[src/core/dpfc_pkg.sv]
// Package of constants for the digital port and function input block
package dpfc_pkg;
   localparam int unsigned PORT_A_WIDTH = 8;
   localparam int unsigned PORT_B_WIDTH = 4;
   localparam int unsigned LINE_COUNT = 12;
   localparam int unsigned COUNT_WIDTH = 32;
   // Values after reset, and the counter step
   localparam logic [11:0] DIR_RESET = 12'h000;
   localparam logic [11:0] OUT_RESET = 12'hfff;
   localparam logic [11:0] DRIVE_RESET = 12'h000;
   localparam logic [31:0] COUNT_RESET = 32'h0000_0000;
   localparam logic [31:0] COUNT_STEP = 32'h0000_0001;
   // Function input modes
   localparam logic [1:0] FUNC_OFF = 2'h0;
   localparam logic [1:0] FUNC_TRIGGER = 2'h1;
   localparam logic [1:0] FUNC_COUNTER = 2'h2;
   // Trigger state codes, one-hot
   typedef enum logic [2:0] {
      DPFC_IDLE = 3'h1,
      DPFC_ARMED = 3'h2,
      DPFC_RUN = 3'h4
   } dpfc_trig_e;
endpackage

[src/core/dpfc_line.sv]
// One port line: direction, driver type, static output and input capture
`timescale 1ns/1ps
module dpfc_line (
   input wire logic clk_in,
   input wire logic rst_in,
   input wire logic dir_in,
   input wire logic push_pull_in,
   input wire logic wr_in,
   input wire logic wr_data_in,
   input wire logic rd_in,
   input wire logic pin_in,
   output logic pin_out,
   output logic pin_oe_out,
   output logic rd_data_out
);
   logic dir_reg, dir_next;
   logic pp_reg, pp_next;
   logic lvl_reg, lvl_next;
   logic cap_reg, cap_next;

   // Next values: writes land only on a host strobe
   always_comb begin
      dir_next = wr_in ? dir_in : dir_reg;
      pp_next = wr_in ? push_pull_in : pp_reg;
      lvl_next = wr_in ? wr_data_in : lvl_reg;
      cap_next = rd_in ? pin_in : cap_reg;
   end

   // Reset leaves line an undriven input
   always_ff @(posedge clk_in or posedge rst_in) begin
      if (rst_in) begin
         dir_reg <= dpfc_pkg::DIR_RESET[0];
         pp_reg <= dpfc_pkg::DRIVE_RESET[0];
         lvl_reg <= dpfc_pkg::OUT_RESET[0];
         cap_reg <= 1'b0;
      end else begin
         dir_reg <= dir_next;
         pp_reg <= pp_next;
         lvl_reg <= lvl_next;
         cap_reg <= cap_next;
      end
   end

   // Open collector only pulls low; push-pull drives both levels
   assign pin_out = lvl_reg;
   assign pin_oe_out = dir_reg & (pp_reg | ~lvl_reg);
   assign rd_data_out = cap_reg;

   // Released line never driven
   line_release_a: assert property (@(posedge clk_in) disable iff (rst_in)
      !dir_reg |-> !pin_oe_out) else $error("input line driven");
   // Open collector never drives high
   open_coll_a: assert property (@(posedge clk_in) disable iff (rst_in)
      (dir_reg && !pp_reg && lvl_reg) |-> !pin_oe_out)
      else $error("open collector drove high");
   // Read captures the pin one edge later
   read_cap_a: assert property (@(posedge clk_in) disable iff (rst_in)
      rd_in |=> rd_data_out == $past(pin_in))
      else $error("read capture wrong");
endmodule

[src/core/dpfc_top.sv]
// Digital port with function input trigger, event counter, supply enable
`timescale 1ns/1ps
module dpfc_top #(
   parameter bit HAS_PUSH_PULL = 1'b1
) (
   input wire logic clk_in,
   input wire logic rst_in,
   // Host static access
   input wire logic [11:0] dir_in,
   input wire logic [11:0] push_pull_in,
   input wire logic port_wr_in,
   input wire logic [11:0] port_wr_data_in,
   input wire logic port_rd_in,
   output logic [11:0] static_input_out,
   // Pins
   input wire logic [7:0] port_a_lines_in,
   output logic [7:0] port_a_lines_out,
   output logic [7:0] port_a_lines_oe_out,
   input wire logic [3:0] port_b_lines_in,
   output logic [3:0] port_b_lines_out,
   output logic [3:0] port_b_lines_oe_out,
   input wire logic function_input_in,
   // Function input control
   input wire logic [1:0] func_mode_in,
   input wire logic trig_enable_in,
   input wire logic task_start_in,
   input wire logic task_stop_in,
   output logic acquisition_start_trigger_out,
   output logic acq_run_out,
   output logic [31:0] event_count_out,
   // Supply
   input wire logic usb_suspend_in,
   output logic aux_supply_en_out
);
   // ****************************************************************
   // Port lines
   // ****************************************************************
   logic [11:0] pin_in_w, pin_out_w, pin_oe_w;
   logic [11:0] pp_eff;

   assign pin_in_w = {port_b_lines_in, port_a_lines_in};
   // Lower variant forces open collector on every line
   assign pp_eff = HAS_PUSH_PULL ? push_pull_in : 12'h000;

   // One line cell per terminal
   genvar gi;
   generate
      for (gi = 0; gi < dpfc_pkg::LINE_COUNT; gi++) begin : g_line
         dpfc_line u_line (
            .clk_in(clk_in),
            .rst_in(rst_in),
            .dir_in(dir_in[gi]),
            .push_pull_in(pp_eff[gi]),
            .wr_in(port_wr_in),
            .wr_data_in(port_wr_data_in[gi]),
            .rd_in(port_rd_in),
            .pin_in(pin_in_w[gi]),
            .pin_out(pin_out_w[gi]),
            .pin_oe_out(pin_oe_w[gi]),
            .rd_data_out(static_input_out[gi])
         );
      end
   endgenerate

   assign port_a_lines_out = pin_out_w[7:0];
   assign port_a_lines_oe_out = pin_oe_w[7:0];
   assign port_b_lines_out = pin_out_w[11:8];
   assign port_b_lines_oe_out = pin_oe_w[11:8];

   // ****************************************************************
   // Function input edge detect
   // ****************************************************************
   logic fin_reg, fin_next;
   logic rise_w, fall_w;

   // Input is already synchronous, one stage of history is enough
   always_comb begin
      fin_next = function_input_in;
   end

   always_ff @(posedge clk_in or posedge rst_in) begin
      if (rst_in) begin
         fin_reg <= 1'b0;
      end else begin
         fin_reg <= fin_next;
      end
   end

   assign rise_w = function_input_in & ~fin_reg;
   assign fall_w = ~function_input_in & fin_reg;

   // ****************************************************************
   // Start trigger state machine
   // ****************************************************************
   dpfc_pkg::dpfc_trig_e st_reg, st_next;
   logic trig_mode_w;
   logic trig_pulse_reg, trig_pulse_next;

   assign trig_mode_w = (func_mode_in == dpfc_pkg::FUNC_TRIGGER)
                        && trig_enable_in;

   // Task start arms or runs; rising edge releases armed task
   always_comb begin
      st_next = st_reg;
      trig_pulse_next = 1'b0;
      case (st_reg)
         dpfc_pkg::DPFC_IDLE: begin
            if (task_start_in) begin
               st_next = trig_mode_w ? dpfc_pkg::DPFC_ARMED
                                     : dpfc_pkg::DPFC_RUN;
            end
         end
         dpfc_pkg::DPFC_ARMED: begin
            if (task_stop_in) begin
               st_next = dpfc_pkg::DPFC_IDLE;
            end else if (rise_w) begin
               st_next = dpfc_pkg::DPFC_RUN;
               trig_pulse_next = 1'b1;
            end
         end
         dpfc_pkg::DPFC_RUN: begin
            if (task_stop_in) begin
               st_next = dpfc_pkg::DPFC_IDLE;
            end
         end
         default: st_next = dpfc_pkg::DPFC_IDLE;
      endcase
   end

   always_ff @(posedge clk_in or posedge rst_in) begin
      if (rst_in) begin
         st_reg <= dpfc_pkg::DPFC_IDLE;
         trig_pulse_reg <= 1'b0;
      end else begin
         st_reg <= st_next;
         trig_pulse_reg <= trig_pulse_next;
      end
   end

   assign acq_run_out = (st_reg == dpfc_pkg::DPFC_RUN);
   assign acquisition_start_trigger_out = trig_pulse_reg;

   // ****************************************************************
   // Falling edge event counter
   // ****************************************************************
   logic [31:0] cnt_reg, cnt_next;
   logic cnt_mode_w;

   assign cnt_mode_w = (func_mode_in == dpfc_pkg::FUNC_COUNTER);

   // Start clears; otherwise wrap is natural modulo arithmetic
   always_comb begin
      cnt_next = cnt_reg;
      if (task_start_in) begin
         cnt_next = dpfc_pkg::COUNT_RESET;
      end else if (cnt_mode_w && fall_w) begin
         cnt_next = cnt_reg + dpfc_pkg::COUNT_STEP;
      end
   end

   always_ff @(posedge clk_in or posedge rst_in) begin
      if (rst_in) begin
         cnt_reg <= dpfc_pkg::COUNT_RESET;
      end else begin
         cnt_reg <= cnt_next;
      end
   end

   assign event_count_out = cnt_reg;

   // ****************************************************************
   // Auxiliary supply enable
   // ****************************************************************
   logic sup_reg, sup_next;

   // Registered so the enable never glitches on the pin
   always_comb begin
      sup_next = ~usb_suspend_in;
   end

   always_ff @(posedge clk_in or posedge rst_in) begin
      if (rst_in) begin
         sup_reg <= 1'b0;
      end else begin
         sup_reg <= sup_next;
      end
   end

   assign aux_supply_en_out = sup_reg;

   // ****************************************************************
   // Checks
   // ****************************************************************
   // Armed state holds until a rising edge or stop
   trig_hold_a: assert property (@(posedge clk_in) disable iff (rst_in)
      (st_reg == dpfc_pkg::DPFC_ARMED && !rise_w && !task_stop_in)
      |=> st_reg == dpfc_pkg::DPFC_ARMED)
      else $error("armed task left early");
   // Rising edge while armed starts run with one pulse
   trig_fire_a: assert property (@(posedge clk_in) disable iff (rst_in)
      (st_reg == dpfc_pkg::DPFC_ARMED && rise_w && !task_stop_in)
      |=> acq_run_out && acquisition_start_trigger_out)
      else $error("trigger did not start run");
   // Each falling edge in count mode adds one
   count_step_a: assert property (@(posedge clk_in) disable iff (rst_in)
      (cnt_mode_w && fall_w && !task_start_in)
      |=> event_count_out == $past(event_count_out) + 32'h0000_0001)
      else $error("count did not step");
   // No counted edge, no change; edges in other modes are ignored
   count_still_a: assert property (@(posedge clk_in) disable iff (rst_in)
      (!(cnt_mode_w && fall_w) && !task_start_in)
      |=> $stable(event_count_out))
      else $error("count moved without edge");
   // Task start clears count
   count_clear_a: assert property (@(posedge clk_in) disable iff (rst_in)
      task_start_in |=> event_count_out == 32'h0000_0000)
      else $error("count not cleared");
   // Suspend drops the supply from its second cycle on
   supply_off_a: assert property (@(posedge clk_in) disable iff (rst_in)
      usb_suspend_in[*2] |-> !aux_supply_en_out)
      else $error("supply on in suspend");
   // Resume restores the supply one edge later
   supply_on_a: assert property (@(posedge clk_in) disable iff (rst_in)
      $fell(usb_suspend_in) |=> aux_supply_en_out)
      else $error("supply not restored");
   // Write with input direction drives nothing next cycle
   port_input_a: assert property (@(posedge clk_in) disable iff (rst_in)
      (port_wr_in && dir_in == 12'h000) |=> pin_oe_w == 12'h000)
      else $error("input port driven");
endmodule

[config.mk]
export PLATFORM = sky130hd
export DESIGN_NAME = dpfc_top
export DESIGN_NICKNAME = d
export VERILOG_FILES = /design/src/core/dpfc_pkg.sv /design/src/core/dpfc_line.sv /design/src/core/dpfc_top.sv
export SDC_FILE = /design/constraint.sdc
export NUM_CORES = 1
export LEC_CHECK = 0
export ABC_CLOCK_PERIOD_IN_PS = 2100
export BUFFER_PORTS_ARGS = -buffer_cell sky130_fd_sc_hd__buf_2
export CAP_MARGIN = 30
export CORE_MARGIN = 2
export CORE_UTILIZATION = 45
export CTS_BUF_LIST = sky130_fd_sc_hd__clkbuf_8
export CTS_CLUSTER_DIAMETER = 30
export DETAILED_ROUTE_END_ITERATION = 10
export GPL_TIMING_DRIVEN = 0
export PLACE_DENSITY_LB_ADDON = 0.1
export SYNTH_ARGS = -nofsm -noshare
export SYNTH_HDL_FRONTEND = slang
export SYNTH_SLANG_ARGS = --single-unit
[constraint.sdc]
create_clock -name clk_in -period 2.1 [get_ports clk_in]
set_input_delay 0.105 -clock clk_in [delete_from_list [all_inputs] [get_ports clk_in]]
set_output_delay 0.105 -clock clk_in [all_outputs]
set_load 0.02 [all_outputs]
# Yosys cells after proc, flatten, opt, wreduce, memory -nomap -nowiden
# Cells that the tools add are included.
# op_classes
bitwise,41
n_eq_ne,8
muxes,11
addsub,1
reduce_logical,4
# op_table
op,count
32-bit two-way mux,2
"32-bit by 1-bit adder with 32-bit output, second input constant",1
3-bit two-way mux,5
1-bit inverter,15
1-bit bitwise AND,14
1-bit OR,12
3-bit one-hot mux with 3 select lines,1
"2-bit != test, second input constant",2
"3-bit by 1-bit == test with 1-bit output, second input constant",1
"3-bit by 2-bit == test with 1-bit output, second input constant",1
"3-bit == test, second input constant",1
1-bit two-way mux,3
"3-bit != test, second input constant",1
3-bit AND reduction,1
"2-bit by 1-bit == test with 1-bit output, second input constant",1
"2-bit == test, second input constant",1
1-bit logical AND,2
2-bit nonzero test,1
# word_totals
out_inout_bits,71
wordCells,118
ff_bits,86
inputBits,59

# Longest topological paths before layout
# Gate-level depths: netlist of run 1.
# depth
ltp_word,5
ltp_mapped,7
mapped_depth_nobuf,6

# Hierarchy
# A second synthesis of run 1 with hierarchy kept.
# unflattened
hier_cells,348
area_unflattened_um2,3972.6
# modules_own_cells
mod,instances,seq_area_each_um2,cells_each,area_per_inst_um2
dpfc_line,12,101.3,12,166.4
dpfc_top,1,952.2,204,1975.6

# Worst setup path before layout of run 1
# Ideal clock, no wire load.
# synth_path
kind,reg-to-reg
startpoint,register cnt_reg[8] (netlist: event_count_out[8])
endpoint,register cnt_reg[27] (netlist: event_count_out[27])
stages_incl_launch_ff,6
setup_time_ns,0.127
n_path_buf,0
synth_period_minus_slack_ns,1.905
t_required_ns,1.973
slack_ns,0.195
t_arrival_ns,1.777
cell_sequence,dfrtp_1 -> and4_2 -> nand4_4 -> nor3_2 -> and4_1 -> mux2_1
# synth_via
elab_chain_len,3
# synth_lines
item,line_no,text
from (decl),dpfc_top.sv:146,"logic [31:0] cnt_reg, cnt_next;"
from (signal assigned),dpfc_top.sv:163,cnt_reg <= dpfc_pkg::COUNT_RESET;
from (signal assigned),dpfc_top.sv:165,cnt_reg <= cnt_next;
32-bit by 1-bit adder with 32-bit output,dpfc_top.sv:157,cnt_next = cnt_reg + dpfc_pkg::COUNT_STEP;
32-bit two-way mux,dpfc_top.sv:156,end else if (cnt_mode_w && fall_w) begin
32-bit two-way mux,dpfc_top.sv:154,if (task_start_in) begin
# No other way between the ends. The select of a mux whose other input is x is not followed.
# A chain may end at the register's enable or synchronous reset.

# Worst setup path in the final report of run 1
# layout_path
startpoint,input function_input_in
endpoint,register cnt_reg[27] (netlist: event_count_out[27])
# layout_via
elab_chain_len,4
# layout_lines
item,line_no,text
from (decl),dpfc_top.sv:22,"input wire logic function_input_in,"
1-bit inverter,dpfc_top.sv:90,assign fall_w = ~function_input_in & fin_reg;
1-bit bitwise AND,dpfc_top.sv:90,
1-bit logical AND,dpfc_top.sv:156,
2-bit nonzero test (no source line),n/a,
# No other way between the ends.

==> flow_summary.yaml, run 1 <==
worst_setup_path:
  critPathMaxFanout: 10
  reg2reg_depth: 5
  endpoint_kind: "flip-flop"
  cp.arrival_ps: 2190
  path_class: "in -> reg"
  worstPathRequired_ps: 2320
  startpoint_type: "input port"
route:
  drt_pass1_iterations: 4
  drc: 0
  routedWlPerCell_um: 13.5
  vias_per_cell: 4.75
  wl_um: 9060
  ant_nets: 0
  first_iter_violations: 71
  dr_total_vias: 3179
yosys:
  ys_seq_area_frac: 0.532
  ys_seq_elements: 86
  synthArstFlopShare: 1.00
  synth_area_per_cell_um2: 11.1
  synth_top_cell_by_area: "dfrtp_1"
  synth_area_mm2: 0.00408
  synth.top_cells.by_area: "dfrtp_1 45%, mux2_2 9.9%, dfstp_2 8.4%"
  synth_fp_nets: 428
  yosysUniqueCellTypes: 44
  synthFlopType: "dfrtp_1"
  synth-warning-count: 0
  synth_edf_count: 0
  syn_inst: 368
  synth_top_area_frac: 0.448
global_routing:
  antenna_found_initial: 0
  grt_max_degree: 37
  grt_usage: 0.187
  grt.overflow.total: 0
  grt_pass1_wl_um: 14900
  grt_pass1_vias: 3130
timing:
  clock.fmax_ghz: 0.508
  final_max_slew_viol_count: 0
  slew_headroom: 0.523
  rsz0062_at_grt: "false"
  finalCritPeriodShare: 0.938
  fin_worst_skew_ps: 13.8
  worst_pin_slew_ps: 705
  setup_violations: 0
  hold_viol: 0
  hold_ws_ps: 21.9
  finalSetupTns_ps: 0
  setup_slack_ps: 131
  period_needed_ps: 1970
place:
  io_buffer_count: 127
  pre_cts_ws_ps: 142
  gp_congestion: 0.764
  dp_hpwl_um: 6290
finish:
  fin_nets: 616
  mostFrequentLayoutCell: "buf_2"
  area_growth_pct: 36.5
  final_cell_mix: "129 x buf_2, 73 x dfrtp_1, 48 x dlygate4sd3_1"
  largest_register_ff_count: 32
  final_layout_size_suffix_gt1_frac: 0.433
  antenna_cells: 0
pwr:
  ir_drop_v: 0.000391
  p_per_area_mw_per_mm2: 641
  p_leak_nw: 2.72
floorplan:
  die_h_um: 99.2
  ios: 130
  rows: 34
  die_w_um: 99.2
  initial_utilization: 0.465
  die_area_mm2: 0.00984
  core_area_mm2: 0.00876
clock_tree:
  clk_path_buf_depth: 2
  cts.sinks: 86
  clockRootBuffer: "clkbuf_8"
  numCtsBuffers: 9
  clkSlewWorstSetupHoldPaths_ps: 80
  cts_tree: "done"
  post_cts_buffers: 0
  insertion_delay_ps: 340
  cts_max_level: 3
worst_hold_path:
  whs_path_depth: 2
  min_path_type: "in -> reg"
run_status:
  status: "finished, final reports clean"
run:
  drv_cap: 0
## synth_stat cells (all sizes together), types with 2 or more instances
cell type / number
xnor2: 15
nor3: 3
nor4: 5
dfrtp: 73
o21ai: 18
and2: 2
inv: 19
nand2b: 2
nand2: 23
nor2: 34
nand3: 12
buf: 40
mux2: 37
nand4: 8
nor2b: 2
a21oi: 4
and4: 5
xor2: 10
clkbuf: 9
and3: 4
a21boi: 13
or3: 5
dfstp: 13
## critical path, stage by stage
cell           delay, ps
dlygate4sd3_1        530
buf_2                130
and4bb_1             280
buf_6                160
nand3_1              200
nor3_4               240
and4_1               230
mux2_1               320
## routing by layer
layer  wire, um  global-route usage  share of wire
met2       4420               0.317           0.49
met5          0                   0              0
met3        400              0.0309          0.044
met1       4150               0.251           0.46
met4         88              0.0485         0.0097
## stage by stage
stage,cells,power (mW),utilization,area (um^2)
4_1_cts,669,3.61,0.634,5560
2_1_floorplan,368,2.26,-,4080
3_3_place_gp,603,2.43,0.554,4850
5_1_grt,669,3.75,0.635,5560
3_5_place_dp,605,2.45,0.558,4890
6_report,669,3.57,0.635,5560
## path summary, 6_finish.rpt
path | slack (ps) | from | endpoint
min in group asynchronous | 310 | rst_in | aux_supply_en_out$_DFF_PP0_
worst min register to register | 510 | g_line[2].u_line.dir_reg$_DFFE_PP0P_ | g_line[2].u_line.dir_reg$_DFFE_PP0P_
worst max register to register | 210 | event_count_out[8]$_DFFE_PP0P_ | event_count_out[27]$_DFFE_PP0P_
max in group asynchronous | 970 | rst_in | g_line[4].u_line.pin_out$_DFFE_PP1P_
worst max-delay path | 130 | function_input_in | event_count_out[27]$_DFFE_PP0P_
worst min-delay path | 20 | dir_in[10] | g_line[10].u_line.dir_reg$_DFFE_PP0P_
## logic make-up (layout without fill, tap and decap cells)
group                      after synthesis  after routing  synth area share
and+or+nand+nor                        112            112             0.151
DFF                                     86             86             0.532
buffers and inverters                   68            261            0.0982
AOI/OAI and AO/OA                       38             38            0.0574
muxes                                   38             38             0.105
xor gates and xnor gates                25             25            0.0537
adders and majority gates                1              1           0.00307
## report_power, final
group	switching (mW)	internal, mW	leakage [nW]
registers	0.0525	1.78	1.07
logic	0.306	0.345	1.55
clock network	0.589	0.496	0.0971
## area by class of cell
cell class | instances | area [um^2]
tap | 108 | 135
sequential | 86 | 2170
multi-input combinational | 214 | 1510
clock buffer | 11 | 151
inverter | 19 | 75.1
timing repair buffer | 177 | 1160
buffer | 49 | 329
fill | 727 | 3200
clock inverter | 5 | 33.8
## repair_timing
action                                  in CTS  in global routing
resized for setup                            0                  1
endpoints found under the setup margin       0                  1
hold buffers                                48                  0
hold endpoints to repair                    63                  0
Note: power is estimated with default switching activity, not from simulation.
==> inputs of run 2 (changes only) <==
--- a/config.mk
+++ b/config.mk
@@ -5,9 +5,9 @@
 export SDC_FILE = /design/constraint.sdc
 export NUM_CORES = 1
 export LEC_CHECK = 0
-export ABC_CLOCK_PERIOD_IN_PS = 2100
+export ABC_CLOCK_PERIOD_IN_PS = 2410
 export BUFFER_PORTS_ARGS = -buffer_cell sky130_fd_sc_hd__buf_2
-export CAP_MARGIN = 30
+export CAP_MARGIN = 15
 export CORE_MARGIN = 2
 export CORE_UTILIZATION = 45
 export CTS_BUF_LIST = sky130_fd_sc_hd__clkbuf_8
==> constraint.sdc (replaced) <==
create_clock -name clk_in -period 2.41 [get_ports clk_in]
set_input_delay 0.3615 -clock clk_in [delete_from_list [all_inputs] [get_ports clk_in]]
set_output_delay 0.3615 -clock clk_in [all_outputs]
set_load 0.02 [all_outputs]
==> flow_summary.yaml, run 2 (same netlist as run 1, synthesis figures left out) <==
timing:
  clock.fmax_ghz: 0.513
  final_max_slew_viol_count: 0
  worst_pin_slew_ps: 683
  finalCritPeriodShare: 0.808
  finalSetupTns_ps: 0
  fin_worst_skew_ps: 14.1
  hold_viol: 0
  setup_violations: 0
  rsz0062_at_grt: "false"
  period_needed_ps: 1950
  slew_headroom: 0.539
clock_tree:
  insertion_delay_ps: 340
  clk_path_buf_depth: 2
  clkSlewWorstSetupHoldPaths_ps: 90
  postCtsResizedCells: 0
  ctsHoldBuffers: 0
  cts_tree: "done"
  cts.sinks: 86
  post_cts_buffers: 0
  numCtsBuffers: 9
  clockRootBuffer: "clkbuf_8"
  cts_max_level: 3
floorplan:
  ios: 130
  rows: 34
  die_area_mm2: 0.00984
  initial_utilization: 0.465
  die_w_um: 99.2
  core_area_mm2: 0.00876
  die_h_um: 99.2
worst_setup_path:
  cp.arrival_ps: 2170
  endpoint_kind: "flip-flop"
  startpoint_type: "flip-flop"
  critPathMaxFanout: 8
  worstPathRequired_ps: 2630
  path_class: "reg -> reg"
worst_hold_path:
  min_path_type: "in -> async"
global_routing:
  grt_pass1_vias: 2911
  grt.overflow.total: 0
  use_met3: 0.0337
  top_usage_layer: "met2"
  grtUsageMet1: 0.241
  grtUsageMet2: 0.287
  antenna_found_initial: 0
  grt_max_degree: 37
  grt_usage: 0.175
  grt_pass1_wl_um: 14000
finish:
  seq_area_mm2: 0.00217
  largest_register_ff_count: 32
  area_growth_pct: 24.5
  final_cell_mix: "129 x buf_2, 73 x dfrtp_1, 36 x mux2_2, 36 x buf_4, 34 x nor2_1"
  fillers: 794
  multi_input_area_mm2: 0.00151
  fin_nets: 568
  antenna_cells: 0
  final_layout_size_suffix_gt1_frac: 0.474
  mostFrequentLayoutCell: "buf_2"
place:
  gp_congestion: 0.764
  dp_hpwl_um: 6290
  io_buffer_count: 127
route:
  vias_per_cell: 4.83
  dr_total_vias: 3000
  ant_nets: 0
  drc: 0
  drt_pass1_iterations: 4
  routedWlPerCell_um: 13.6
  first_iter_violations: 45
  wl_um: 8420
pwr:
  p_per_area_mw_per_mm2: 599
  ir_drop_v: 0.000342
  p_leak_nw: 2.51
  power_mw: 3.04
run:
  drv_cap: 0
run_status:
  status: "finished, final reports clean"
==> run 2: changes by cell type in the layout (fill, tap and decap cells not counted), sizes merged <==
cell,previous run,this run
dlygate4sd3,48,0
==> run 2: through the flow <==
step | cell area [um^2] | setup WS (ps) | utilization | std cells | hold WS [ps]
2_1_floorplan | 4080 | 505 | - | 368 | 393
3_3_place_gp | 4850 | 302 | 0.554 | 603 | 483
3_5_place_dp | 4890 | 271 | 0.558 | 605 | 386
4_1_cts | 5080 | 429 | 0.579 | 621 | 14.1
5_1_grt | 5080 | 312 | 0.579 | 621 | 27.7
6_report | 5080 | 462 | 0.579 | 621 | 12.3
==> run 2: area by class of cell <==
type	instances	share of cell area
Clock inverter	5	0.00666
Buffer	49	0.0648
Inverter	19	0.0148
Sequential cell	86	0.427
Timing Repair Buffer	129	0.133
Multi-Input combinational cell	214	0.297
Tap cell	108	0.0266
Clock buffer	11	0.0298
==> run 2: power breakdown <==
part           switching [mW]  total, mW  internal, mW  leakage [nW]
clock network           0.510      0.942         0.432        0.0971
registers              0.0450       1.60          1.55          1.07
logic                   0.253      0.502         0.250          1.33
==> run 2: worst paths after layout <==
kind	start	endpoint	slack, ps	depth (start not counted)
worst max-delay path	event_count_out[8]$_DFFE_PP0P_	event_count_out[27]$_DFFE_PP0P_	460	5
worst min-delay path	rst_in	aux_supply_en_out$_DFF_PP0_	10	2
worst max register to register	event_count_out[8]$_DFFE_PP0P_	event_count_out[27]$_DFFE_PP0P_	460	5
worst min register to register	g_line[2].u_line.dir_reg$_DFFE_PP0P_	g_line[2].u_line.dir_reg$_DFFE_PP0P_	510	1
max in group asynchronous	rst_in	g_line[4].u_line.pin_out$_DFFE_PP1P_	1570	4
min in group clk_in	function_input_in	fin_reg$_DFF_PP0_	150	1
==> run 2: worst max-delay path, cell delays in order, from the launching register on <==
cell and delay, ps:
dfrtp_1 420, and4_2 330, nand4_4 180, nor3_2 350, and4_1 240, mux2_1 320
==> run 2: layer usage <==
layer | wire, um | part of all wire
met3 | 476 | 0.057
met2 | 3990 | 0.47
met1 | 3870 | 0.46
met5 | 0 | 0
met4 | 89 | 0.011
